## src/hw/bpi_map.svh

```systemverilog
// Field positions, codes and timings of the backplane interface.
`ifndef BPI_MAP_SVH
`define BPI_MAP_SVH
// Bus widths and address fields.
`define BPI_BUS_W 16
`define BPI_ADDR_W 15
`define BPI_UNIT_MSB 14
`define BPI_UNIT_LSB 11
`define BPI_SLOT_MSB 10
`define BPI_SLOT_LSB 8
`define BPI_REG_MSB 7
`define BPI_REG_LSB 0
`define BPI_SLOTS 8
// Measurement command base and immediate control register.
`define BPI_MEAS_BASE 8'h80
`define BPI_IEX_CTRL_REG 8'h7f
`define BPI_IEX_ON_BIT 0
// Qualified cycles between data strobe and response.
`define BPI_CARD_RESPONSE_QUALS 2'h2
// Local clock period and normalize pulse width.
`define BPI_CLK_PERIOD_NS 100
`define BPI_NORM_PULSE_NS 1000
`define BPI_NORM_CYC ((`BPI_NORM_PULSE_NS + `BPI_CLK_PERIOD_NS - 1) / `BPI_CLK_PERIOD_NS)
`endif

```

## src/hw/bpi_pkg.sv

```systemverilog
// Types shared by the backplane card bus interface modules.
package bpi_pkg;
    // Handshake sequencer states.
    typedef enum logic [2:0] {
        BPI_IDLE,
        BPI_ADDR,
        BPI_SEL,
        BPI_COUNT,
        BPI_CARD_RESPONSE
    } bpi_state_t;
    // Word to the user side.
    typedef struct packed {
        logic global_wr;
        logic [7:0] reg_addr;
        logic [15:0] data;
    } bpi_word_t;
endpackage

```

## src/hw/bpi_word_if.sv

```systemverilog
// Valid/ready carrier from the sequencer to the buffer.
`timescale 1ns/100ps
`default_nettype none
interface bpi_word_if;
    import bpi_pkg::*;
    logic valid; // Word offered.
    logic ready; // Buffer has room.
    bpi_word_t word; // Offered word.
    modport src (output valid, output word, input ready);
    modport snk (input valid, input word, output ready);
endinterface
`default_nettype wire

```

## src/hw/bpi_buf2.sv

```systemverilog
// Two-entry buffer with valid and ready on both sides.
`timescale 1ns/100ps
`default_nettype none
module bpi_buf2
    import bpi_pkg::*;
(
    // Clocking.
    input wire logic mclk_in,
    input wire logic rst_n_in,
    input wire logic clk_en_in,
    // Filling side.
    bpi_word_if.snk fill,
    // Draining side.
    output logic out_valid_out,
    output bpi_word_t out_word_out,
    input wire logic out_ready_in
);
    bpi_word_t slot [2]; // Storage, entry 0 is the head.
    logic [1:0] count; // Number of words held.
    logic push; // Word accepted this cycle.
    logic pop; // Word drained this cycle.

    assign push = fill.valid && (count != 2'h2);
    assign pop = out_ready_in && (count != 2'h0);
    // Full buffer makes the sequencer withhold its answer to a write.
    assign fill.ready = (count != 2'h2);
    assign out_word_out = slot[0];

    // Occupancy count; valid is its own flop so the output comes from a register.
    always_ff @(posedge mclk_in) begin
        if (!rst_n_in) begin
            count <= 2'h0;
            out_valid_out <= 1'b0;
        end else if (clk_en_in) begin
            count <= 2'(count + {1'b0, push} - {1'b0, pop});
            out_valid_out <= (count > 2'h1) || (count == 2'h1 && !pop) || push;
        end
    end

    // Shift storage; the head always sits in entry 0 so the output is a flop.
    always_ff @(posedge mclk_in) begin
        if (clk_en_in) begin
            if (pop) begin
                slot[0] <= slot[1];
            end
            if (push) begin
                slot[1'(count - {1'b0, pop})] <= fill.word;
            end
        end
    end
endmodule
`default_nettype wire

```

## src/hw/bpi_regmem.sv

```systemverilog
// Card register image with a registered read port.
`timescale 1ns/100ps
`default_nettype none
module bpi_regmem #(
    parameter int AW = 8,
    parameter int DW = 16
) (
    // Clocking.
    input wire logic mclk_in,
    input wire logic clk_en_in,
    // Write port.
    input wire logic we_in,
    input wire logic [AW-1:0] waddr_in,
    input wire logic [DW-1:0] wdata_in,
    // Read port.
    input wire logic [AW-1:0] raddr_in,
    output logic [DW-1:0] rdata_out
);
    logic [DW-1:0] mem [2**AW]; // Register image, contents undefined until written.

    // Write and registered read; a same-cycle read sees the old word.
    always_ff @(posedge mclk_in) begin
        if (clk_en_in) begin
            if (we_in) begin
                mem[waddr_in] <= wdata_in;
            end
            rdata_out <= mem[raddr_in];
        end
    end
endmodule
`default_nettype wire

```

## src/hw/bpi_top.sv

```systemverilog
// Backplane interface: address demultiplex, slot decode and handshake.
`timescale 1ns/100ps
`default_nettype none
`include "bpi_map.svh"
// Functional notes
// - Normalize pulse at boot and request.
// - Matching interface decodes one enable.
// - Low byte latched as register address.
// - Enable rises when strobe drops.
// - Card takes address when idle.
// - Global write makes cards respond.
// - Response after two qualifiers.
// - Write data taken at qualified edge.
// - Enable holds until next strobe.
// - Read raises selected enable.
// - Read data with response.
// - Only measurements need a strobe.
// - Immediate strobe for enabled card.
// - Deferred command awaits execute strobe.
// - Immediate condition reverts at task end.
// - Broadcast executes pending commands together.
// - Deferred input sampled at execute.
// - Fifteen-bit address latch.
// - Decode only on unit match.
// - Logic steps on qualified edges; the sequencer and enables step on any enabled clock.
module bpi_top
    import bpi_pkg::*;
#(
    parameter int NORM_CYC = `BPI_NORM_CYC
) (
    // Clocking and reset.
    input wire logic mclk_in,
    input wire logic rst_n_in,
    input wire logic clk_en_in,
    // Controller bus pins.
    input wire logic ctrl_normalize_request_in,
    input wire logic addr_strobe_in,
    input wire logic write_line_in,
    input wire logic data_strobe_in,
    input wire logic global_write_enable_in,
    input wire logic second_word_flag_in,
    input wire logic immediate_exec_in,
    input wire logic broadcast_exec_in,
    input wire logic sys_clk_2m_in,
    input wire logic cycle_qualifier_in,
    input wire logic [`BPI_BUS_W-1:0] card_data_bus_in,
    output logic [`BPI_BUS_W-1:0] card_data_bus_out,
    output logic card_data_bus_oe_out,
    output logic card_response_out,
    // Unit address switch.
    input wire logic [3:0] unit_switch_in,
    // Card backplane outputs.
    output logic normalize_pulse_out,
    output logic [`BPI_SLOTS-1:0] slot_enable_out,
    output logic [7:0] card_reg_addr_out,
    // Written words toward the card function logic.
    output logic wr_valid_out,
    output bpi_word_t wr_word_out,
    input wire logic wr_ready_in,
    // Measurement execution toward the card function logic.
    output logic meas_exec_out,
    output logic [7:0] meas_addr_out,
    input wire logic [`BPI_BUS_W-1:0] meas_sample_in
);
    localparam int PW = 11 + `BPI_BUS_W + 4; // Synchronised pin group width.

    // Measurement command decode.
    function automatic logic is_meas(input logic [7:0] ra);
        is_meas = (ra >= `BPI_MEAS_BASE);
    endfunction

    logic [PW-1:0] pin_s1; // First synchroniser stage.
    logic [PW-1:0] pin_s2; // Second synchroniser stage.
    logic s_norm, s_ads, s_wrt, s_ds, s_glob, s_swt, s_iex, s_broadcast_exec, s_clk2m, s_cyc;
    logic [`BPI_BUS_W-1:0] s_bus; // Synchronised bus data.
    logic [3:0] s_unit; // Synchronised unit switch.
    logic ads_q; // Previous address strobe.
    logic clk2m_q; // Previous 2 MHz level.
    logic norm_q; // Previous normalize request.
    logic qual; // Active qualified 2 MHz edge.
    logic init; // Initial state held.
    logic [$clog2(NORM_CYC+1)-1:0] norm_cnt; // Pulse length count.
    logic boot_done; // Power-up pulse already issued.
    bpi_state_t state; // Handshake sequencer state.
    logic [`BPI_ADDR_W-1:0] addr_latch; // Current fifteen-bit address.
    logic engaged; // Cycle claimed.
    logic glob_cyc; // Current cycle is a global write.
    logic wr_op; // Data phase is a write.
    logic [1:0] qcnt; // Qualifiers counted.
    logic captured; // Word already taken.
    logic iex_hold; // Immediate execution commanded off.
    logic iex_smp; // Immediate strobe at last enabled qualifier.
    logic pending; // Deferred measurement waiting.
    logic [7:0] pend_addr; // Deferred address.
    logic samp_pend; // Sample write-back waiting.
    logic [7:0] samp_addr; // Sample register.
    logic [`BPI_BUS_W-1:0] samp_data; // Captured sample.
    logic [`BPI_BUS_W-1:0] rdata; // Register image read data.
    logic cap; // Write capture this cycle.
    logic exec_now; // Immediate execution.
    logic exec_bc; // Broadcast execution.
    logic mem_we; // Register image write.
    logic [7:0] mem_waddr; // Register image write address.
    logic [`BPI_BUS_W-1:0] mem_wdata; // Register image write data.
    logic buf_ready; // Buffer has room.
    bpi_word_if push_if (); // Sequencer-to-buffer carrier.

    // Pins are asynchronous, so each passes two flops.
    always_ff @(posedge mclk_in) begin
        if (!rst_n_in) begin
            pin_s1 <= '0;
            pin_s2 <= '0;
        end else if (clk_en_in) begin
            pin_s1 <= {ctrl_normalize_request_in, addr_strobe_in, write_line_in,
                       data_strobe_in, global_write_enable_in, second_word_flag_in,
                       immediate_exec_in, broadcast_exec_in, sys_clk_2m_in,
                       cycle_qualifier_in, 1'b0, card_data_bus_in, unit_switch_in};
            pin_s2 <= pin_s1;
        end
    end
    assign {s_norm, s_ads, s_wrt, s_ds, s_glob, s_swt, s_iex, s_broadcast_exec, s_clk2m, s_cyc} =
        pin_s2[PW-1:PW-10];
    assign s_bus = pin_s2[`BPI_BUS_W+3:4];
    assign s_unit = pin_s2[3:0];

    // Strobe edge history.
    always_ff @(posedge mclk_in) begin
        if (!rst_n_in) begin
            ads_q <= 1'b0;
            clk2m_q <= 1'b0;
            norm_q <= 1'b0;
        end else if (clk_en_in) begin
            ads_q <= s_ads;
            clk2m_q <= s_clk2m;
            norm_q <= s_norm;
        end
    end
    assign qual = s_clk2m && !clk2m_q && s_cyc;

    always_ff @(posedge mclk_in) begin
        if (!rst_n_in) begin
            norm_cnt <= '0;
            boot_done <= 1'b0;
            normalize_pulse_out <= 1'b0;
        end else if (clk_en_in) begin
            if (!boot_done || (s_norm && !norm_q)) begin
                boot_done <= 1'b1;
                norm_cnt <= ($bits(norm_cnt))'(NORM_CYC - 1);
                normalize_pulse_out <= 1'b1;
            end else if (norm_cnt != '0) begin
                norm_cnt <= norm_cnt - 1'b1;
            end else begin
                normalize_pulse_out <= 1'b0;
            end
        end
    end
    // Initial state holds for the whole pulse.
    assign init = normalize_pulse_out;

    // Capture and execute decisions.
    assign cap = (state == BPI_CARD_RESPONSE) && wr_op && qual && !captured;
    assign exec_now = cap && is_meas(addr_latch[7:0]) && !glob_cyc && iex_smp && !iex_hold;
    assign exec_bc = qual && s_broadcast_exec && pending;

    // Handshake sequencer.
    always_ff @(posedge mclk_in) begin
        if (!rst_n_in || init) begin
            state <= BPI_IDLE;
            addr_latch <= '0;
            engaged <= 1'b0;
            glob_cyc <= 1'b0;
            wr_op <= 1'b0;
            qcnt <= 2'h0;
            captured <= 1'b0;
        end else if (clk_en_in) begin
            if (s_ads && !ads_q) begin
                // A new address strobe ends any cycle in progress.
                state <= BPI_ADDR;
                engaged <= 1'b0;
            end else begin
                unique case (state)
                    BPI_IDLE: begin
                        state <= BPI_IDLE;
                    end
                    BPI_ADDR: begin
                        if (s_ads) begin
                            // fifteen-bit address latch follows the bus.
                            addr_latch <= s_bus[`BPI_ADDR_W-1:0];
                        end else begin
                            // unit match or global write claims it.
                            engaged <= (addr_latch[`BPI_UNIT_MSB:`BPI_UNIT_LSB] == s_unit)
                                       || s_glob;
                            glob_cyc <= s_glob;
                            state <= BPI_SEL;
                        end
                    end
                    BPI_SEL: begin
                        // a second word reuses the held address and enable.
                        if (s_ds && engaged) begin
                            wr_op <= s_wrt;
                            qcnt <= 2'h0;
                            captured <= 1'b0;
                            state <= BPI_COUNT;
                        end
                    end
                    BPI_COUNT: begin
                        if (!s_ds) begin
                            state <= BPI_SEL;
                        end else if (qcnt == `BPI_CARD_RESPONSE_QUALS) begin
                            // a write waits for buffer room.
                            if (!wr_op || buf_ready) begin
                                state <= BPI_CARD_RESPONSE;
                            end
                        end else if (qual) begin
                            qcnt <= qcnt + 2'h1;
                        end
                    end
                    BPI_CARD_RESPONSE: begin
                        if (cap) begin
                            captured <= 1'b1;
                        end
                        if (!s_ds) begin
                            state <= BPI_SEL;
                        end
                    end
                endcase
            end
        end
    end

    // Slot enables toward the cards.
    always_ff @(posedge mclk_in) begin
        if (!rst_n_in || init) begin
            slot_enable_out <= '0;
        end else if (clk_en_in) begin
            if (s_ads && !ads_q) begin
                // enables drop at the next address strobe.
                slot_enable_out <= '0;
            end else if (state == BPI_ADDR && !s_ads &&
                         addr_latch[`BPI_UNIT_MSB:`BPI_UNIT_LSB] == s_unit) begin
                // one-hot enable as the strobe drops.
                slot_enable_out <= `BPI_SLOTS'(1) << addr_latch[`BPI_SLOT_MSB:`BPI_SLOT_LSB];
            end
        end
    end

    // Card register address and immediate strobe.
    always_ff @(posedge mclk_in) begin
        if (!rst_n_in || init) begin
            card_reg_addr_out <= '0;
            iex_smp <= 1'b0;
        end else if (clk_en_in) begin
            if (qual && (state == BPI_SEL || state == BPI_COUNT) && engaged) begin
                // new address once the sample is stored.
                if (!samp_pend) begin
                    // low byte of the address phase goes to the cards.
                    card_reg_addr_out <= addr_latch[`BPI_REG_MSB:`BPI_REG_LSB];
                end
                // only the enabled card sees it.
                iex_smp <= s_iex;
            end
        end
    end

    // Response and read data drive.
    always_ff @(posedge mclk_in) begin
        if (!rst_n_in || init) begin
            card_response_out <= 1'b0;
            card_data_bus_oe_out <= 1'b0;
            card_data_bus_out <= '0;
        end else if (clk_en_in) begin
            if (state == BPI_COUNT && s_ds && qcnt == `BPI_CARD_RESPONSE_QUALS &&
                (!wr_op || buf_ready)) begin
                card_response_out <= 1'b1;
                card_data_bus_oe_out <= !wr_op;
                card_data_bus_out <= rdata;
            end else if (state != BPI_CARD_RESPONSE || !s_ds) begin
                card_response_out <= 1'b0;
                card_data_bus_oe_out <= 1'b0;
            end
        end
    end

    // Measurement command bookkeeping.
    always_ff @(posedge mclk_in) begin
        if (!rst_n_in || init) begin
            iex_hold <= 1'b0;
            pending <= 1'b0;
            pend_addr <= '0;
            meas_exec_out <= 1'b0;
            meas_addr_out <= '0;
        end else if (clk_en_in) begin
            meas_exec_out <= 1'b0;
            if (exec_now) begin
                meas_exec_out <= 1'b1;
                meas_addr_out <= addr_latch[7:0];
                pending <= 1'b0;
            end else if (exec_bc) begin
                meas_exec_out <= 1'b1;
                meas_addr_out <= pend_addr;
                pending <= 1'b0;
                // end of task restores immediate execution.
                iex_hold <= 1'b0;
            end
            if (cap && is_meas(addr_latch[7:0]) && !exec_now) begin
                // deferred command is held; it wins over a same-cycle broadcast.
                pending <= 1'b1;
                pend_addr <= addr_latch[7:0];
            end
            if (cap && addr_latch[7:0] == `BPI_IEX_CTRL_REG) begin
                iex_hold <= !push_if.word.data[`BPI_IEX_ON_BIT];
            end
        end
    end

    // sample written back for a later read.
    always_ff @(posedge mclk_in) begin
        if (!rst_n_in || init) begin
            samp_pend <= 1'b0;
            samp_addr <= '0;
            samp_data <= '0;
        end else if (clk_en_in) begin
            if (exec_now || exec_bc) begin
                samp_pend <= 1'b1;
                samp_addr <= exec_now ? addr_latch[7:0] : pend_addr;
                samp_data <= meas_sample_in;
            end else if (!cap) begin
                samp_pend <= 1'b0;
            end
        end
    end

    // write data taken at the qualified edge.
    assign push_if.valid = cap;
    assign push_if.word = '{global_wr: glob_cyc, reg_addr: addr_latch[7:0], data: s_bus};
    assign buf_ready = push_if.ready;
    // configuration words are stored at once; captures beat sample write-back.
    assign mem_we = cap || samp_pend;
    assign mem_waddr = cap ? addr_latch[7:0] : samp_addr;
    assign mem_wdata = cap ? s_bus : samp_data;

    // Register image of the card.
    bpi_regmem #(
        .AW(8),
        .DW(`BPI_BUS_W)
    ) u_regmem (
        .mclk_in(mclk_in),
        .clk_en_in(clk_en_in),
        .we_in(mem_we),
        .waddr_in(mem_waddr),
        .wdata_in(mem_wdata),
        .raddr_in(addr_latch[7:0]),
        .rdata_out(rdata)
    );

    // Two-entry buffer to the card logic.
    bpi_buf2 u_buf (
        .mclk_in(mclk_in),
        .rst_n_in(rst_n_in),
        .clk_en_in(clk_en_in),
        .fill(push_if.snk),
        .out_valid_out(wr_valid_out),
        .out_word_out(wr_word_out),
        .out_ready_in(wr_ready_in)
    );
endmodule
`default_nettype wire

```

## config.mk

```make
export PLATFORM = sky130hd
export DESIGN_NAME = bpi_top
export DESIGN_NICKNAME = d
export VERILOG_FILES = /design/src/hw/bpi_pkg.sv /design/src/hw/bpi_word_if.sv /design/src/hw/bpi_buf2.sv /design/src/hw/bpi_regmem.sv /design/src/hw/bpi_top.sv
export VERILOG_INCLUDE_DIRS = /design/src /design/src/hw
export SDC_FILE = /design/constraint.sdc
export NUM_CORES = 2
export LEC_CHECK = 0
export BUFFER_PORTS_ARGS = -buffer_cell sky130_fd_sc_hd__buf_2
export CELL_PAD_IN_SITES_DETAIL_PLACEMENT = 0
export CELL_PAD_IN_SITES_GLOBAL_PLACEMENT = 1
export CORE_ASPECT_RATIO = 1.4
export CORE_MARGIN = 3
export CORE_UTILIZATION = 56
export DETAILED_ROUTE_END_ITERATION = 12
export MAX_ROUTING_LAYER = met4
export PLACE_DENSITY_LB_ADDON = 0.1
export SYNTH_ARGS = -nofsm -noshare
export SYNTH_HDL_FRONTEND = slang
export SYNTH_HIERARCHICAL = 1
export SYNTH_MEMORY_MAX_BITS = 65536
export SYNTH_SLANG_ARGS = --single-unit
```

## constraint.sdc

```tcl
create_clock -name mclk_in -period 6.4 [get_ports mclk_in]
set_input_delay 0.96 -clock mclk_in [delete_from_list [all_inputs] [get_ports mclk_in]]
set_output_delay 0.96 -clock mclk_in [all_outputs]
set_load 0.05 [all_outputs]
```

==> impl_table.tex <==
\begin{tabular}{lr}
\hline
Metric & Value \\
\hline
\multicolumn{2}{l}{\textbf{Run status}} \\
\quad Outcome & complete, no violations \\
\multicolumn{2}{l}{\textbf{Critical path}} \\
\quad Worst stage delay on the critical path & about 1000 ps \\
\quad Crit end category & flop \\
\quad CP cell instances & buf\_12, buf\_12, mux2i\_1, o221ai\_1, o22ai\_1, o21ai\_0, nand4\_1, nor4\_1, buf\_4 \\
\quad Worst-path maximum fanout & 68 \\
\quad Element type at the critical path start & flop \\
\quad Most numerous cell on the critical path & sky130\_fd\_sc\_hd\_\_buf\_12 \\
\quad Arrival time of the worst setup path & 5780 ps \\
\quad Path type of the worst setup path & flop to flop \\
\quad Data required time of the worst path & 7170 ps \\
\quad Slowest cell on the critical path & sky130\_fd\_sc\_hd\_\_dfxtp\_4 \\
\quad Buffer and inverter count on the worst path & 3 \\
\quad Gate family responsible for the most delay along the worst path & simple AND/OR/NAND/NOR gates \\
\multicolumn{2}{l}{\textbf{Clock network}} \\
\quad Number of buffers created by CTS & 398 \\
\quad Clock slew seen by the registers of the worst setup and hold paths & 60 ps \\
\quad TritonCTS Sinks & 4327 \\
\quad Buffers from clock root to sink, at most & 4 \\
\quad CTS Hold Buffers Added & 0 \\
\quad CTS root buf & sky130\_fd\_sc\_hd\_\_clkbuf\_16 \\
\quad Clock tree from TritonCTS & yes \\
\quad Post-CTS Setup Inserts & 0 \\
\quad Total number of H-tree levels & 5 \\
\quad Clock latency on the worst-skew pair & $\sim$930 ps \\
\quad Post-cts resize count & 0 \\
\multicolumn{2}{l}{\textbf{Drt}} \\
\quad DRC violations left & 0 \\
\quad Detailed-routing iteration count for the pre-antenna-repair pass & 6 \\
\quad Final wirelength & 428000 um \\
\quad Via count of the routed design & 84.1k \\
\quad Routed Antenna Nets & 0 \\
\quad DR iter-0 viols & between 9k and 10k \\
\quad Vias per std cell & between 6 and 7 \\
\quad Routed WL per cell & 33.0 um \\
\multicolumn{2}{l}{\textbf{Power and ir drop}} \\
\quad Int Pwr & 43.9 mW \\
\quad Switching Fraction & a little under a fifth \\
\quad Leakage dissipation & 47.1 nW \\
\quad Reported net switching power & 10.2 mW \\
\quad Power density over the cells & 289 mW/mm2 \\
\quad Clk pwr share & 43.2\% \\
\quad Combinational fraction of design power & less than 1\% \\
\quad Peak supply drop & roughly 0.21 mV \\
\quad Sequential fraction of design power & 56.6\% \\
\multicolumn{2}{l}{\textbf{GRT}} \\
\quad Wire length of the first global-routing pass & 614000 um \\
\quad Largest net degree at the start of global routing & roughly 190 \\
\quad Remaining global-route overflow & 0 \\
\quad Initial antenna violation count & 10 \\
\quad Number of global-route vias before repair & 84.0k \\
\quad Overall fraction of global-route tracks in use & 29.0\% \\
\multicolumn{2}{l}{\textbf{Timing}} \\
\quad Sum Neg Setup Slack & 0 ps \\
\quad Final worst path period share & between 70\% and 80\% \\
\quad Slew @ Worst Pin & approximately 1400 ps \\
\quad Post-route minimum period & 5010 ps \\
\quad Final setup violation count & 0 \\
\quad Clock tree skew after final layout & about 43 ps \\
\quad RSZ-0062 raised after global routing & no \\
\quad Number of pins exceeding their max-slew limit in the final report & 0 \\
\quad Max frequency & 200 MHz \\
\quad Final hold slack & 316 ps \\
\quad Normalized max-slew margin & under 10\% \\
\quad Final count of hold timing violations & 0 \\
\multicolumn{2}{l}{\textbf{Layout}} \\
\quad Post-Route Utilization & a little over three fifths \\
\quad Ratio of cells with drive above 1 in the final layout & 22.8\% \\
\quad Area growth, synth to finish & 11.9\% \\
\quad Post-layout net count & 8767 \\
\quad Number of inserted filler cells in the final layout & 20.1k \\
\multicolumn{2}{l}{\textbf{Floorplan}} \\
\quad Number of top-level pins & 120 \\
\quad FP Rows & 236 \\
\quad Die span in y & 653 um \\
\quad Starting Density & 56.5\% \\
\quad Placeable core region & roughly 0.3 mm2 \\
\quad Horizontal die dimension & between 400 and 500 um \\
\quad Full die area & 0.305 mm2 \\
\multicolumn{2}{l}{\textbf{Placed design}} \\
\quad Number of port buffers & about 120 \\
\quad Sum of net half-perimeters after detailed placement & around 260000 um \\
\quad Global placement routability congestion & 0.914 \\
\multicolumn{2}{l}{\textbf{Yosys}} \\
\quad Most used flip-flop cell after synthesis & sky130\_fd\_sc\_hd\_\_edfxtp\_1 \\
\quad Count of different cell masters after synthesis & 78 \\
\quad Syn Std Cell Area & roughly 0.17 mm2 \\
\quad EDFF count, synth & between 4k and 5k \\
\quad Synthesis-stage register bit count & 4327 \\
\quad Sequential area share after synthesis & 76.7\% \\
\quad Post-Synthesis Cells & slightly above 8k \\
\quad Top cells by area in the synthesized netlist & sky130\_fd\_sc\_hd\_\_edfxtp\_1 75\%, sky130\_fd\_sc\_hd\_\_mux4\_2 11\%, sky130\_fd\_sc\_hd\_\_mux2i\_1 4.4\% \\
\quad Biggest area consumer among synthesized cells & sky130\_fd\_sc\_hd\_\_edfxtp\_1 \\
\quad Synthesized net count & approximately 8.2k \\
\quad Share of Yosys cell area claimed by the top area cell type & 74.7\% \\
\quad Post-synthesis area per instance & around 20 um2 \\
\quad Number of warnings issued by yosys & 6 \\
\quad Share of synthesized flip-flops with an asynchronous set or reset & 0\% \\
\multicolumn{2}{l}{\textbf{Run}} \\
\quad Max-Cap Viols & 0 \\
\multicolumn{2}{l}{\textbf{Hold path}} \\
\quad Class of the tightest hold or removal check & input port to flop \\
\hline
\end{tabular}
[cell families (layout without fill, tap and decap cells)]
logic type | count (synthesis) | count (layout) | synth area share [%]
DFF | 4327 | 4327 | 76.7
muxes | 1550 | 1550 | 15.2
AOI/OAI and AO/OA | 929 | 929 | 3.87
and+or+nand+nor | 868 | 868 | 2.39
buffers and inverters | 513 | 1350 | 1.82
adders and majority gates | 4 | 4 | 0.0299
xor gates and xnor gates | 4 | 4 | 0.0209
other | 0 | 8 | 0
[registers in the layout (all words and copies together) (netlist names), 2 cells and up]
name / count
pin_s2: 29
u_buf/count: 2
qcnt: 2
addr_latch: 15
samp_data: 16
card_reg_addr_out: 8
state: 3
u_buf/slot: 50
pin_s1: 29
u_regmem/rdata_out: 16
pend_addr: 8
norm_cnt: 4
slot_enable_out: 8
u_regmem/mem: 4096
card_data_bus_out: 16
meas_addr_out: 8
[cell usage in the layout, fill, tap and decap left out, drive strengths merged, types with 5 or more instances in the layout]
master | Yosys | routed
a211oi | 6 | 6
a21oi | 190 | 190
a221oi | 19 | 19
a22o | 26 | 26
a22oi | 93 | 93
a31oi | 5 | 5
and3 | 5 | 5
buf | 281 | 617
bufinv | 0 | 39
clkbuf | 218 | 489
clkinv | 1 | 164
clkinvlp | 0 | 18
dfxtp | 165 | 165
diode | 0 | 8
edfxtp | 4162 | 4162
inv | 13 | 23
mux2 | 41 | 41
mux2i | 728 | 728
mux4 | 781 | 781
nand2 | 174 | 174
nand2b | 14 | 14
nand3 | 47 | 47
nand3b | 5 | 5
nand4 | 27 | 27
nor2 | 360 | 360
nor2b | 83 | 83
nor3 | 100 | 100
nor3b | 5 | 5
nor4 | 18 | 18
o211ai | 6 | 6
o21ai | 108 | 108
o221ai | 271 | 271
o22ai | 168 | 168
o32ai | 5 | 5
o41ai | 7 | 7
or3 | 10 | 10
[final cells by class]
cell class | count | area [um2] | share of cell area (%)
repair buffers | 617 | 4970 | 2.65
well taps | 3927 | 4910 | 2.63
clock buffers | 489 | 10600 | 5.64
multi-input cells | 3355 | 36200 | 19.4
inverters | 14 | 62.6 | 0.0334
diodes | 8 | 20.0 | 0.0107
flip-flops and latches | 4327 | 128000 | 68.5
clock inverters | 230 | 2130 | 1.14
[Yosys cell counts (all sizes together) (3+ instances only)]
master	number
a2111oi	4
a211oi	6
a21oi	190
a221oi	19
a22o	26
a22oi	93
a31oi	5
and2	4
and3	5
and4b	3
buf	281
clkbuf	218
dfxtp	165
edfxtp	4162
ha	4
inv	13
mux2	41
mux2i	728
mux4	781
nand2	174
nand2b	14
nand3	47
nand3b	5
nand4	27
nand4b	3
nor2	360
nor2b	83
nor3	100
nor3b	5
nor4	18
o211ai	6
o21ai	108
o221ai	271
o22ai	168
o31ai	3
o32ai	5
o41ai	7
or2	3
or3	10
or4	3
xor2	4
[worst min-delay path: cells and delay by family]
kind / cells / cell delay [ps]
AO/OA/AOI/OAI: 1 / 50
buffers and inverters: 1 / 110
AND/OR/NAND/NOR: 1 / 50
[power by group through the flow]
stage	Sequential, mW	Clock [mW]	Combinational, mW
finish	30.6	23.4	0.142
global route	30.6	24.8	0.156
CTS	30.6	23.8	0.144
detailed placement	31.2	0	0.143
global placement	31.2	0	0.141
floorplan	31.2	0	0.0856
[metrics by stage]
step	std cells	area, um2	worst slack (ps)	power [mW]
global placement	12200	174000	1340	31.3
floorplan	8195	167000	1160	31.3
global route	13000	187000	1380	55.6
detailed placement	12200	174000	1600	31.3
CTS	13000	187000	1590	54.5
finish	13000	187000	1390	54.1
[worst paths after layout]
path | slack, ps | depth (start not counted) | to | from
max reg2reg | 1390 | 9 | u_regmem/rdata_out[3] | addr_latch[0]
min reg2reg | 450 | 2 | slot_enable_out[4] | slot_enable_out[4]
min | 320 | 3 | samp_data[9] | meas_sample_in[9]
max | 1390 | 9 | u_regmem/rdata_out[3] | addr_latch[0]
[layer usage]
layer	track usage (%)	vias to the layer above	wire [um]
li1	-	35200	-
met4	11.6	0	20000
met5	-	-	0
met2	45.9	3592	212000
met3	3.78	704	30800
met1	38.6	44600	165000
No activity file was read; power rests on OpenSTA's default activity.
